`src/logic/tmr_pkg.sv`:
```
package tmr_pkg;
    localparam int CNT_W      = 10;
    localparam int REG_W      = 8;
    localparam int ADDR_W     = 3;
    localparam int RP_W       = 3;
    localparam int STEP_BITS  = 7;

    localparam logic [ADDR_W-1:0] ADDR_CTRL0   = 3'h0;
    localparam logic [ADDR_W-1:0] ADDR_CTRL1   = 3'h1;
    localparam logic [ADDR_W-1:0] ADDR_CNT_LO  = 3'h2;
    localparam logic [ADDR_W-1:0] ADDR_CNT_HI  = 3'h3;
    localparam logic [ADDR_W-1:0] ADDR_CMPA_LO = 3'h4;
    localparam logic [ADDR_W-1:0] ADDR_CMPA_HI = 3'h5;
    localparam logic [ADDR_W-1:0] ADDR_FLAGS   = 3'h6;

    localparam logic [REG_W-1:0] CTRL0_RST = 8'h00;
    localparam logic [REG_W-1:0] CTRL1_RST = 8'h00;
    localparam logic [CNT_W-1:0] CNT_RST   = 10'h000;

    localparam int C0_PAUSE  = 7;
    localparam int C0_CK_HI  = 6;
    localparam int C0_CK_LO  = 4;
    localparam int C0_ON     = 3;
    localparam int C0_RP_HI  = 2;
    localparam int C1_MD_HI  = 7;
    localparam int C1_MD_LO  = 6;
    localparam int C1_FN_HI  = 5;
    localparam int C1_FN_LO  = 4;
    localparam int C1_INIT   = 3;
    localparam int C1_INV    = 2;
    localparam int C1_SWAP   = 1;
    localparam int C1_CLR    = 0;
    localparam int FLAG_A    = 0;
    localparam int FLAG_P    = 1;

    localparam int SYS_DIV   = 4;
    localparam int HIGH_DIV1 = 16;
    localparam int HIGH_DIV2 = 64;

    typedef enum logic [2:0] {
        CK_SYS4 = 3'h0, CK_SYS = 3'h1, CK_HI16 = 3'h2, CK_HI64 = 3'h3,
        CK_LOW  = 3'h4, CK_RSVD = 3'h5, CK_EXT_R = 3'h6, CK_EXT_F = 3'h7
    } clk_sel_e;

    typedef enum logic [1:0] {
        MODE_CMP = 2'h0, MODE_CAP = 2'h1, MODE_PWM = 2'h2, MODE_TMR = 2'h3
    } mode_e;

    localparam logic [1:0] FN_LOW    = 2'h1;
    localparam logic [1:0] FN_HIGH   = 2'h2;
    localparam logic [1:0] FN_TOGGLE = 2'h3;
    localparam logic [1:0] FN_ACT    = 2'h1;
    localparam logic [1:0] FN_WAVE   = 2'h2;
    localparam logic [1:0] FN_PULSE  = 2'h3;
    localparam logic [1:0] FN_RISE   = 2'h0;
    localparam logic [1:0] FN_FALL   = 2'h1;
    localparam logic [1:0] FN_BOTH   = 2'h2;
endpackage : tmr_pkg

```
`src/logic/pin_edge.sv`:
```
module pin_edge (
    input  wire logic core_clk,
    input  wire logic rst_n,
    input  wire logic pin,
    output logic      rise,
    output logic      fall
);
    logic prev_q;

    // Pin is already synchronous, one stage of history suffices
    always_ff @(posedge core_clk) begin
        if (!rst_n) begin
            prev_q <= 1'b0;
        end else begin
            prev_q <= pin;
        end
    end

    assign rise = pin && !prev_q;
    assign fall = !pin && prev_q;
endmodule : pin_edge

```
`src/logic/ten_bit_timer_control.sv`:
```
// How it works
// - Pause bit freezes the counter; clearing it resumes from the held value
// - Clock select picks sys/4, sys, high/16, high/64, low, external edges
// - Reserved clock code gives no counting ticks at all
// - On bit rising clears counter; falling stops it and holds value
// - In compare mode, on bit rising restores the initial pin level
// - Period code compares counter bits 9..7; zero means 1024 clocks
// - Clear-source low clears on period match, or overflow when code zero
// - Clear-source high clears the counter on compare-A match
// - Clear-source bit is ignored in PWM, single pulse and capture modes
// - Mode field: compare, capture, PWM or single pulse, timer/counter
// - Compare mode: A match leaves, lowers, raises or toggles the pin
// - PWM mode: forced inactive, forced active, waveform or single pulse
// - Capture mode: rising, falling, both edges, or capture off
// - A match asking for the level already present changes nothing
// - Invert bit inverts the pin, except in timer/counter and capture modes
// - Swap bit exchanges period and duty roles of the two compares
// - Timer/counter mode leaves the pin undriven, function ignored
// - Both control registers reset to zero
// - Counter and compare-A are 10 bits, compare-A matches all of them
// - Matches set A and period flags, a capture sets A in capture mode; no period flag with clear-source high in compare and timer/counter modes
module ten_bit_timer_control
    import tmr_pkg::*;
(
    input  wire logic              core_clk,
    input  wire logic              rst_n,
    input  wire logic [ADDR_W-1:0] addr,
    input  wire logic [REG_W-1:0]  wdata,
    input  wire logic              wr_stb,
    input  wire logic              rd_stb,
    output logic      [REG_W-1:0]  rdata_q,
    input  wire logic              high_clk_tick,
    input  wire logic              low_clk_tick,
    input  wire logic              external_count_clock_pin,
    input  wire logic              timer_pin_a_in,
    output logic                   timer_pin_a_out_q,
    output logic                   timer_pin_a_oe_q,
    input  wire logic              timer_pin_b_in,
    output logic                   timer_pin_b_out_q,
    output logic                   timer_pin_b_oe_q,
    output logic                   compare_a_flag_q,
    output logic                   period_match_flag_q
);
    logic [REG_W-1:0] ctrl0_q;
    logic [REG_W-1:0] ctrl1_q;
    logic [CNT_W-1:0] count_q;
    logic [CNT_W-1:0] compare_a_value_q;
    logic             level_q;
    logic             pulse_q;

    logic sys4_tick, hi16_tick, hi64_tick;
    logic ext_rise, ext_fall;
    logic cap_a_rise, cap_a_fall, cap_b_rise, cap_b_fall;

    clk_sel_e         count_clock_select;
    mode_e            mode_select;
    logic [1:0]       pin_function_select;
    logic [RP_W-1:0]  period_compare_value;
    logic             count_pause, timer_on, pin_initial_level, pin_invert;
    logic             period_duty_swap, clear_source_select;

    assign count_pause          = ctrl0_q[C0_PAUSE];
    assign count_clock_select   = clk_sel_e'(ctrl0_q[C0_CK_HI:C0_CK_LO]);
    assign timer_on             = ctrl0_q[C0_ON];
    assign period_compare_value = ctrl0_q[C0_RP_HI:0];
    assign mode_select          = mode_e'(ctrl1_q[C1_MD_HI:C1_MD_LO]);
    assign pin_function_select  = ctrl1_q[C1_FN_HI:C1_FN_LO];
    assign pin_initial_level    = ctrl1_q[C1_INIT];
    assign pin_invert           = ctrl1_q[C1_INV];
    assign period_duty_swap     = ctrl1_q[C1_SWAP];
    assign clear_source_select  = ctrl1_q[C1_CLR];

    tick_divider #(.DIV(SYS_DIV)) u_div_sys (
        .core_clk (core_clk),
        .rst_n    (rst_n),
        .tick_in  (1'b1),
        .tick_out (sys4_tick)
    );

    tick_divider #(.DIV(HIGH_DIV1)) u_div_hi16 (
        .core_clk (core_clk),
        .rst_n    (rst_n),
        .tick_in  (high_clk_tick),
        .tick_out (hi16_tick)
    );

    tick_divider #(.DIV(HIGH_DIV2)) u_div_hi64 (
        .core_clk (core_clk),
        .rst_n    (rst_n),
        .tick_in  (high_clk_tick),
        .tick_out (hi64_tick)
    );

    pin_edge u_ext_edge (
        .core_clk (core_clk),
        .rst_n    (rst_n),
        .pin      (external_count_clock_pin),
        .rise     (ext_rise),
        .fall     (ext_fall)
    );

    pin_edge u_cap_a_edge (
        .core_clk (core_clk),
        .rst_n    (rst_n),
        .pin      (timer_pin_a_in),
        .rise     (cap_a_rise),
        .fall     (cap_a_fall)
    );

    pin_edge u_cap_b_edge (
        .core_clk (core_clk),
        .rst_n    (rst_n),
        .pin      (timer_pin_b_in),
        .rise     (cap_b_rise),
        .fall     (cap_b_fall)
    );

    logic src_tick;
    always_comb begin
        case (count_clock_select)
            CK_SYS4:  src_tick = sys4_tick;
            CK_SYS:   src_tick = 1'b1;
            CK_HI16:  src_tick = hi16_tick;
            CK_HI64:  src_tick = hi64_tick;
            CK_LOW:   src_tick = low_clk_tick;
            CK_EXT_R: src_tick = ext_rise;
            CK_EXT_F: src_tick = ext_fall;
            default:  src_tick = 1'b0;
        endcase
    end

    logic wr_ctrl0, wr_ctrl1, on_rise, count_en;
    assign wr_ctrl0 = wr_stb && (addr == ADDR_CTRL0);
    assign wr_ctrl1 = wr_stb && (addr == ADDR_CTRL1);
    assign on_rise  = wr_ctrl0 && wdata[C0_ON] && !timer_on;
    assign count_en = src_tick && timer_on && !count_pause;

    logic [CNT_W-1:0] count_next;
    logic             p_match, a_match, p_clear, cmp_like;
    assign count_next = CNT_W'(count_q + 1'b1);
    // Code zero wraps to 0 with bits 6..0 clear, so overflow is the match
    assign p_match = count_en
        && (count_next[CNT_W-1:STEP_BITS] == period_compare_value)
        && (count_next[STEP_BITS-1:0] == '0);
    assign a_match  = count_en && (count_next == compare_a_value_q);
    assign cmp_like = (mode_select == MODE_CMP)
                   || (mode_select == MODE_TMR);

    always_comb begin
        case (mode_select)
            MODE_PWM: p_clear = period_duty_swap ? a_match : p_match;
            MODE_CAP: p_clear = p_match;
            default:  p_clear = clear_source_select ? a_match
                                                    : p_match;
        endcase
    end

    always_ff @(posedge core_clk) begin
        if (!rst_n) begin
            count_q <= CNT_RST;
        end else if (on_rise) begin
            count_q <= CNT_RST;
        end else if (count_en) begin
            count_q <= p_clear ? CNT_RST : count_next;
        end
    end

    always_ff @(posedge core_clk) begin
        if (!rst_n) begin
            ctrl0_q <= CTRL0_RST;
            ctrl1_q <= CTRL1_RST;
        end else begin
            if (wr_ctrl0) ctrl0_q <= wdata;
            if (wr_ctrl1) ctrl1_q <= wdata;
        end
    end

    logic capture;
    always_comb begin
        case (pin_function_select)
            FN_RISE: capture = cap_a_rise || cap_b_rise;
            FN_FALL: capture = cap_a_fall || cap_b_fall;
            FN_BOTH: capture = cap_a_rise || cap_a_fall
                            || cap_b_rise || cap_b_fall;
            default: capture = 1'b0;
        endcase
        capture = capture && timer_on && (mode_select == MODE_CAP);
    end

    // Capture overrides a software write in the same cycle
    always_ff @(posedge core_clk) begin
        if (!rst_n) begin
            compare_a_value_q <= CNT_RST;
        end else if (capture) begin
            compare_a_value_q <= count_q;
        end else if (wr_stb && addr == ADDR_CMPA_LO) begin
            compare_a_value_q[REG_W-1:0] <= wdata;
        end else if (wr_stb && addr == ADDR_CMPA_HI) begin
            compare_a_value_q[CNT_W-1:REG_W] <= wdata[CNT_W-REG_W-1:0];
        end
    end

    logic clr_flags;
    logic set_a, set_p;
    assign clr_flags = wr_stb && (addr == ADDR_FLAGS);
    assign set_a = (mode_select == MODE_CAP) ? capture : a_match;
    assign set_p = p_match && !(cmp_like && clear_source_select);

    // Hardware set wins over a write-one clear in the same cycle
    always_ff @(posedge core_clk) begin
        if (!rst_n) begin
            compare_a_flag_q    <= 1'b0;
            period_match_flag_q <= 1'b0;
        end else begin
            compare_a_flag_q <= set_a
                || (compare_a_flag_q && !(clr_flags && wdata[FLAG_A]));
            period_match_flag_q <= set_p
                || (period_match_flag_q && !(clr_flags && wdata[FLAG_P]));
        end
    end

    always_ff @(posedge core_clk) begin
        if (!rst_n) begin
            level_q <= 1'b0;
        end else if (on_rise) begin
            level_q <= ctrl1_q[C1_INIT];
        end else if (a_match && mode_select == MODE_CMP) begin
            case (pin_function_select)
                FN_LOW:    level_q <= 1'b0;
                FN_HIGH:   level_q <= 1'b1;
                FN_TOGGLE: level_q <= !level_q;
                default:   level_q <= level_q;
            endcase
        end
    end

    // Single pulse opens at switch-on and closes at the duty match
    logic duty_match;
    assign duty_match = period_duty_swap ? p_match : a_match;
    always_ff @(posedge core_clk) begin
        if (!rst_n) begin
            pulse_q <= 1'b0;
        end else if (on_rise) begin
            pulse_q <= 1'b1;
        end else if (duty_match || !timer_on) begin
            pulse_q <= 1'b0;
        end
    end

    logic [CNT_W:0] duty_len;
    logic           wave_act, pin_level, pin_drive;
    always_comb begin
        if (period_duty_swap) begin
            duty_len = {1'b0, period_compare_value, 7'h00};
            if (period_compare_value == '0) duty_len = 11'h400;
        end else begin
            duty_len = {1'b0, compare_a_value_q};
        end
        wave_act = timer_on && ({1'b0, count_q} < duty_len);
        case (pin_function_select)
            FN_ACT:   pin_level = pin_initial_level;
            FN_WAVE:  pin_level = wave_act ? pin_initial_level
                                           : !pin_initial_level;
            FN_PULSE: pin_level = pulse_q ? pin_initial_level
                                          : !pin_initial_level;
            default:  pin_level = !pin_initial_level;
        endcase
        if (mode_select == MODE_CMP) pin_level = level_q;
        pin_drive = (mode_select == MODE_CMP)
                 || (mode_select == MODE_PWM);
    end

    always_ff @(posedge core_clk) begin
        if (!rst_n) begin
            timer_pin_a_out_q <= 1'b0;
            timer_pin_b_out_q <= 1'b0;
            timer_pin_a_oe_q  <= 1'b0;
            timer_pin_b_oe_q  <= 1'b0;
        end else begin
            timer_pin_a_out_q <= pin_drive && (pin_level ^ pin_invert);
            timer_pin_b_out_q <= pin_drive && (pin_level ^ pin_invert);
            timer_pin_a_oe_q  <= pin_drive;
            timer_pin_b_oe_q  <= pin_drive;
        end
    end

    always_ff @(posedge core_clk) begin
        if (!rst_n) begin
            rdata_q <= '0;
        end else if (rd_stb) begin
            case (addr)
                ADDR_CTRL0:   rdata_q <= ctrl0_q;
                ADDR_CTRL1:   rdata_q <= ctrl1_q;
                ADDR_CNT_LO:  rdata_q <= count_q[REG_W-1:0];
                ADDR_CNT_HI:  rdata_q <= {6'h00, count_q[CNT_W-1:REG_W]};
                ADDR_CMPA_LO: rdata_q <= compare_a_value_q[REG_W-1:0];
                ADDR_CMPA_HI: rdata_q <= {6'h00,
                                          compare_a_value_q[CNT_W-1:REG_W]};
                ADDR_FLAGS:   rdata_q <= {6'h00, period_match_flag_q,
                                          compare_a_flag_q};
                default:      rdata_q <= '0;
            endcase
        end else begin
            rdata_q <= '0;
        end
    end
endmodule : ten_bit_timer_control

```
`src/logic/tick_divider.sv`:
```
module tick_divider #(
    parameter int DIV = 4
) (
    input  wire logic core_clk,
    input  wire logic rst_n,
    input  wire logic tick_in,
    output logic      tick_out
);
    localparam int CW = $clog2(DIV);
    localparam logic [CW-1:0] LAST = CW'(DIV - 1);

    logic [CW-1:0] cnt_q;

    if (DIV < 2) begin : g_div_check
        $error("tick_divider: DIV below 2");
    end

    always_ff @(posedge core_clk) begin
        if (!rst_n) begin
            cnt_q <= '0;
        end else if (tick_in) begin
            cnt_q <= (cnt_q == LAST) ? '0 : CW'(cnt_q + 1'b1);
        end
    end

    assign tick_out = tick_in && (cnt_q == LAST);
endmodule : tick_divider

```
`config.mk`:
```
export PLATFORM = sky130hd
export DESIGN_NAME = ten_bit_timer_control
export DESIGN_NICKNAME = d
export VERILOG_FILES = /design/src/logic/tmr_pkg.sv /design/src/logic/pin_edge.sv /design/src/logic/ten_bit_timer_control.sv /design/src/logic/tick_divider.sv
export SDC_FILE = /design/constraint.sdc
export NUM_CORES = 1
export LEC_CHECK = 0
export BUFFER_PORTS_ARGS = -buffer_cell sky130_fd_sc_hd__buf_2
export CAP_MARGIN = 40
export CELL_PAD_IN_SITES_DETAIL_PLACEMENT = 0
export CELL_PAD_IN_SITES_GLOBAL_PLACEMENT = 1
export CORE_UTILIZATION = 49
export DETAILED_ROUTE_END_ITERATION = 8
export HOLD_SLACK_MARGIN = 0.06
export PLACE_DENSITY = 0.91
export SLEW_MARGIN = 20
export SYNTH_ARGS = -nofsm -noshare
export SYNTH_HDL_FRONTEND = slang
export SYNTH_HIERARCHICAL = 1
export SYNTH_SLANG_ARGS = --single-unit
```
`constraint.sdc`:
```
create_clock -name core_clk -period 6.1 [get_ports core_clk]
set_input_delay 0.305 -clock core_clk [delete_from_list [all_inputs] [get_ports core_clk]]
set_output_delay 0.305 -clock core_clk [all_outputs]
set_load 0.1 [all_outputs]
```
==> metrics.csv <==
metric,value,unit
hold_violations,0,
die_h,93.3,um
gp_congestion,0.898,
switching_share,28.2,%
crit_path_start,count_q[0]$_SDFFE_PP0P_,
wirelength,10600,um
final_util,56.8,%
fin_nets,555,
cts_max_level,3,
cts_tree,built,
ys.flop_type,dfxtp_1,
slew_violations,0,
grt_usage,26.0,%
power_frac_comb,10.4,%
power.leakage,1.76,nW
p_int,0.656,mW
initial_core_util,51.7,%
arrival,4.03,ns
critPathKind,reg -> reg,
power_switching,0.258,mW
relSlewSlack,47.4,%
rsz0062_at_grt,no,
power.share.clock,40.9,%
fin_area,4480,um^2
core_area,7890,um^2
synth_edf_count,0,
total_power,0.914,mW
dp_hpwl,7830,um
p_seq_share,48.7,%
reg2reg_depth,9,
grt_pass1_wl,17100,um
antennaDiodeCount,0,
hp-class,in -> reg,
multiInputGateArea,2630,um^2
ff_latch_area,1300,um^2
cts_buffers,9,
clockBufferDepth,2,
ys_seq_area_share,31.9,%
overflow,0,
cp_max_fo,13,
place_ws,2.35,ns
async_reset_ff_share,0,%
drv_cap,0,
setup_viol,0,
drive_gt1_share,13.3,%
min_period_over_period,62.2,%
antenna_found_initial,0,
clkSlewWorstSetupHoldPaths,0.08,ns
hold_end,u_cap_b_edge/prev_q$_SDFF_PN0_,
cp.required,6.34,ns
area_delta_synth_final,9.87,%
syn-cell-area,4080,um^2
rr_endpoint,count_q[7]$_SDFFE_PP0P_,
final_cell_mix,"nor2_1, dfxtp_1, nand2_1",
holdPathStages,2,
portBuffers,33,
ios,34,
cp_common_cell,or4_1,
ys_warn_count,6,
die-area,8700,um^2
avgSynthCellArea,8.24,um^2
ant_nets,0,
crit_slowest_cell,or4_1,
final.min_clock_period,3.79,ns
drt_pass1_iterations,5,
cts_sinks,65,
hold_buffers,0,
outcome,finished clean,
cts_setup_buffers,0,
setup_ws,2.31,ns
timing.fmax,264,MHz
synthesis.instances,495,
critPathMaxStageDelay,0.67,ns
rows,32,
drt-wirelength-per-cell,17.1,um
drt_iter0_markers,171,
start_kind,register,
clock_skew,0.00906,ns
ys_types,69,
ir_drop,0.108,mV
crit_path_cell_trace,ha_1 -> nand4_1 -> or3_4 -> and3_1 -> or4_1 -> or4_1 -> a21oi_4 -> nor2_2 -> a221o_1,
fillers,718,
ys_seq_elements,65,
cts-resized-gates,0,
power_density,204,nW/um^2
setup_tns,0,ns
vias_per_cell,5.85,
r2r-start,count_q[0]$_SDFFE_PP0P_,
clk_root_buffer_cell,clkbuf_8,
final_common_cell,nor2_1,
num_vias,3620,
r2r_slack,2.31,ns
clk_latency,0.36,ns
tightest_slew,0.789,ns
end_kind,register,
hold_path.startpoint,timer_pin_b_in,
remaining_drc_errors,0,
grt_pass1_vias,3434,
placed_area,4290,um^2
die_w,93.3,um
grt_max_degree,27,
[registers in the layout, indices dropped and copies added, names as in the netlist]
name	count
pulse_q	1
compare_a_value_q	10
ctrl1_q	8
compare_a_flag_q	1
u_div_hi64/cnt_q	6
timer_pin_b_out_q	1
u_cap_a_edge/prev_q	1
count_q	10
timer_pin_b_oe_q	1
level_q	1
period_match_flag_q	1
u_div_hi16/cnt_q	4
u_cap_b_edge/prev_q	1
rdata_q	8
u_ext_edge/prev_q	1
ctrl0_q	8
u_div_sys/cnt_q	2
[synth_stat cells (all sizes together) (12+ instances only)]
cell type / instances / share of area (%)
nand3: 16 / 2.0
nand2b: 12 / 1.8
nand2: 39 / 3.6
clkbuf: 23 / 2.1
o21ai: 16 / 2.0
ha: 22 / 6.7
xnor2: 14 / 3.0
a21oi: 37 / 4.9
nor2: 68 / 6.5
a211oi: 13 / 2.4
dfxtp: 65 / 32
nor2b: 15 / 2.3
mux2i: 30 / 7.4
[critical path, delay by kind of cell (launching register included)]
family / cells / cell delay, ns
AO/OA/AOI/OAI: 2 / 0.69
AND/OR/NAND/NOR: 6 / 2.00
adder cells (fa/ha/maj): 1 / 0.37
flip-flops: 1 / 0.61
[cell type report]
class	instances	share of cell area [%]
inverters	10	0.837
clock inverters	6	1.54
repair buffers	35	4.41
flip-flops and latches	65	29.0
well taps	102	2.85
clock buffers	9	2.76
multi-input cells	392	58.6
[logic make-up after synthesis]
logic type	after synthesis	synth area share (%)
flops	65	31.9
simple gates	206	26.5
other cells	1	0.0919
mux	35	9.29
buf+inv	41	4.02
xor+xnor	23	5.27
fa+ha+maj	22	6.75
compound gates	102	16.2
[stage by stage]
stage          hold slack, ns  std cells
6_report                0.173        619
5_1_grt                 0.163        619
4_1_cts                 0.170        618
3_5_place_dp            0.489        603
3_3_place_gp            0.480        602
2_1_floorplan           0.423        498
[power groups by stage]
stage | clock network (mW) | logic, mW | registers (mW)
2_1_floorplan | 0 | 0.0614 | 0.458
3_3_place_gp | 0 | 0.0903 | 0.454
3_5_place_dp | 0 | 0.0942 | 0.455
4_1_cts | 0.379 | 0.0945 | 0.445
5_1_grt | 0.398 | 0.103 | 0.447
6_report | 0.374 | 0.0950 | 0.445
[worst max path at each step]
| stage | end | slack, ns | cells after the start |
|---|---|---|---|
| after floorplan | count_q[7]$_SDFFE_PP0P_ | 2.80 | 10 |
| after global routing | count_q[7]$_SDFFE_PP0P_ | 2.15 | 9 |
| after CTS | count_q[7]$_SDFFE_PP0P_ | 2.33 | 9 |
| after detailed placement | count_q[7]$_SDFFE_PP0P_ | 2.35 | 9 |
| after global placement | count_q[7]$_SDFFE_PP0P_ | 2.44 | 9 |
| final | count_q[7]$_SDFFE_PP0P_ | 2.31 | 9 |
[metal layers]
layer | up-vias | share of wire, % | GRT usage, %
met5 | - | 0 | 0
met4 | 0 | 3.1 | 12.4
met3 | 30 | 5.1 | 4.63
met2 | 108 | 47 | 43.9
met1 | 1695 | 45 | 31.8
li1 | 1787 | - | -
Note: power is estimated with default switching activity, not from simulation.
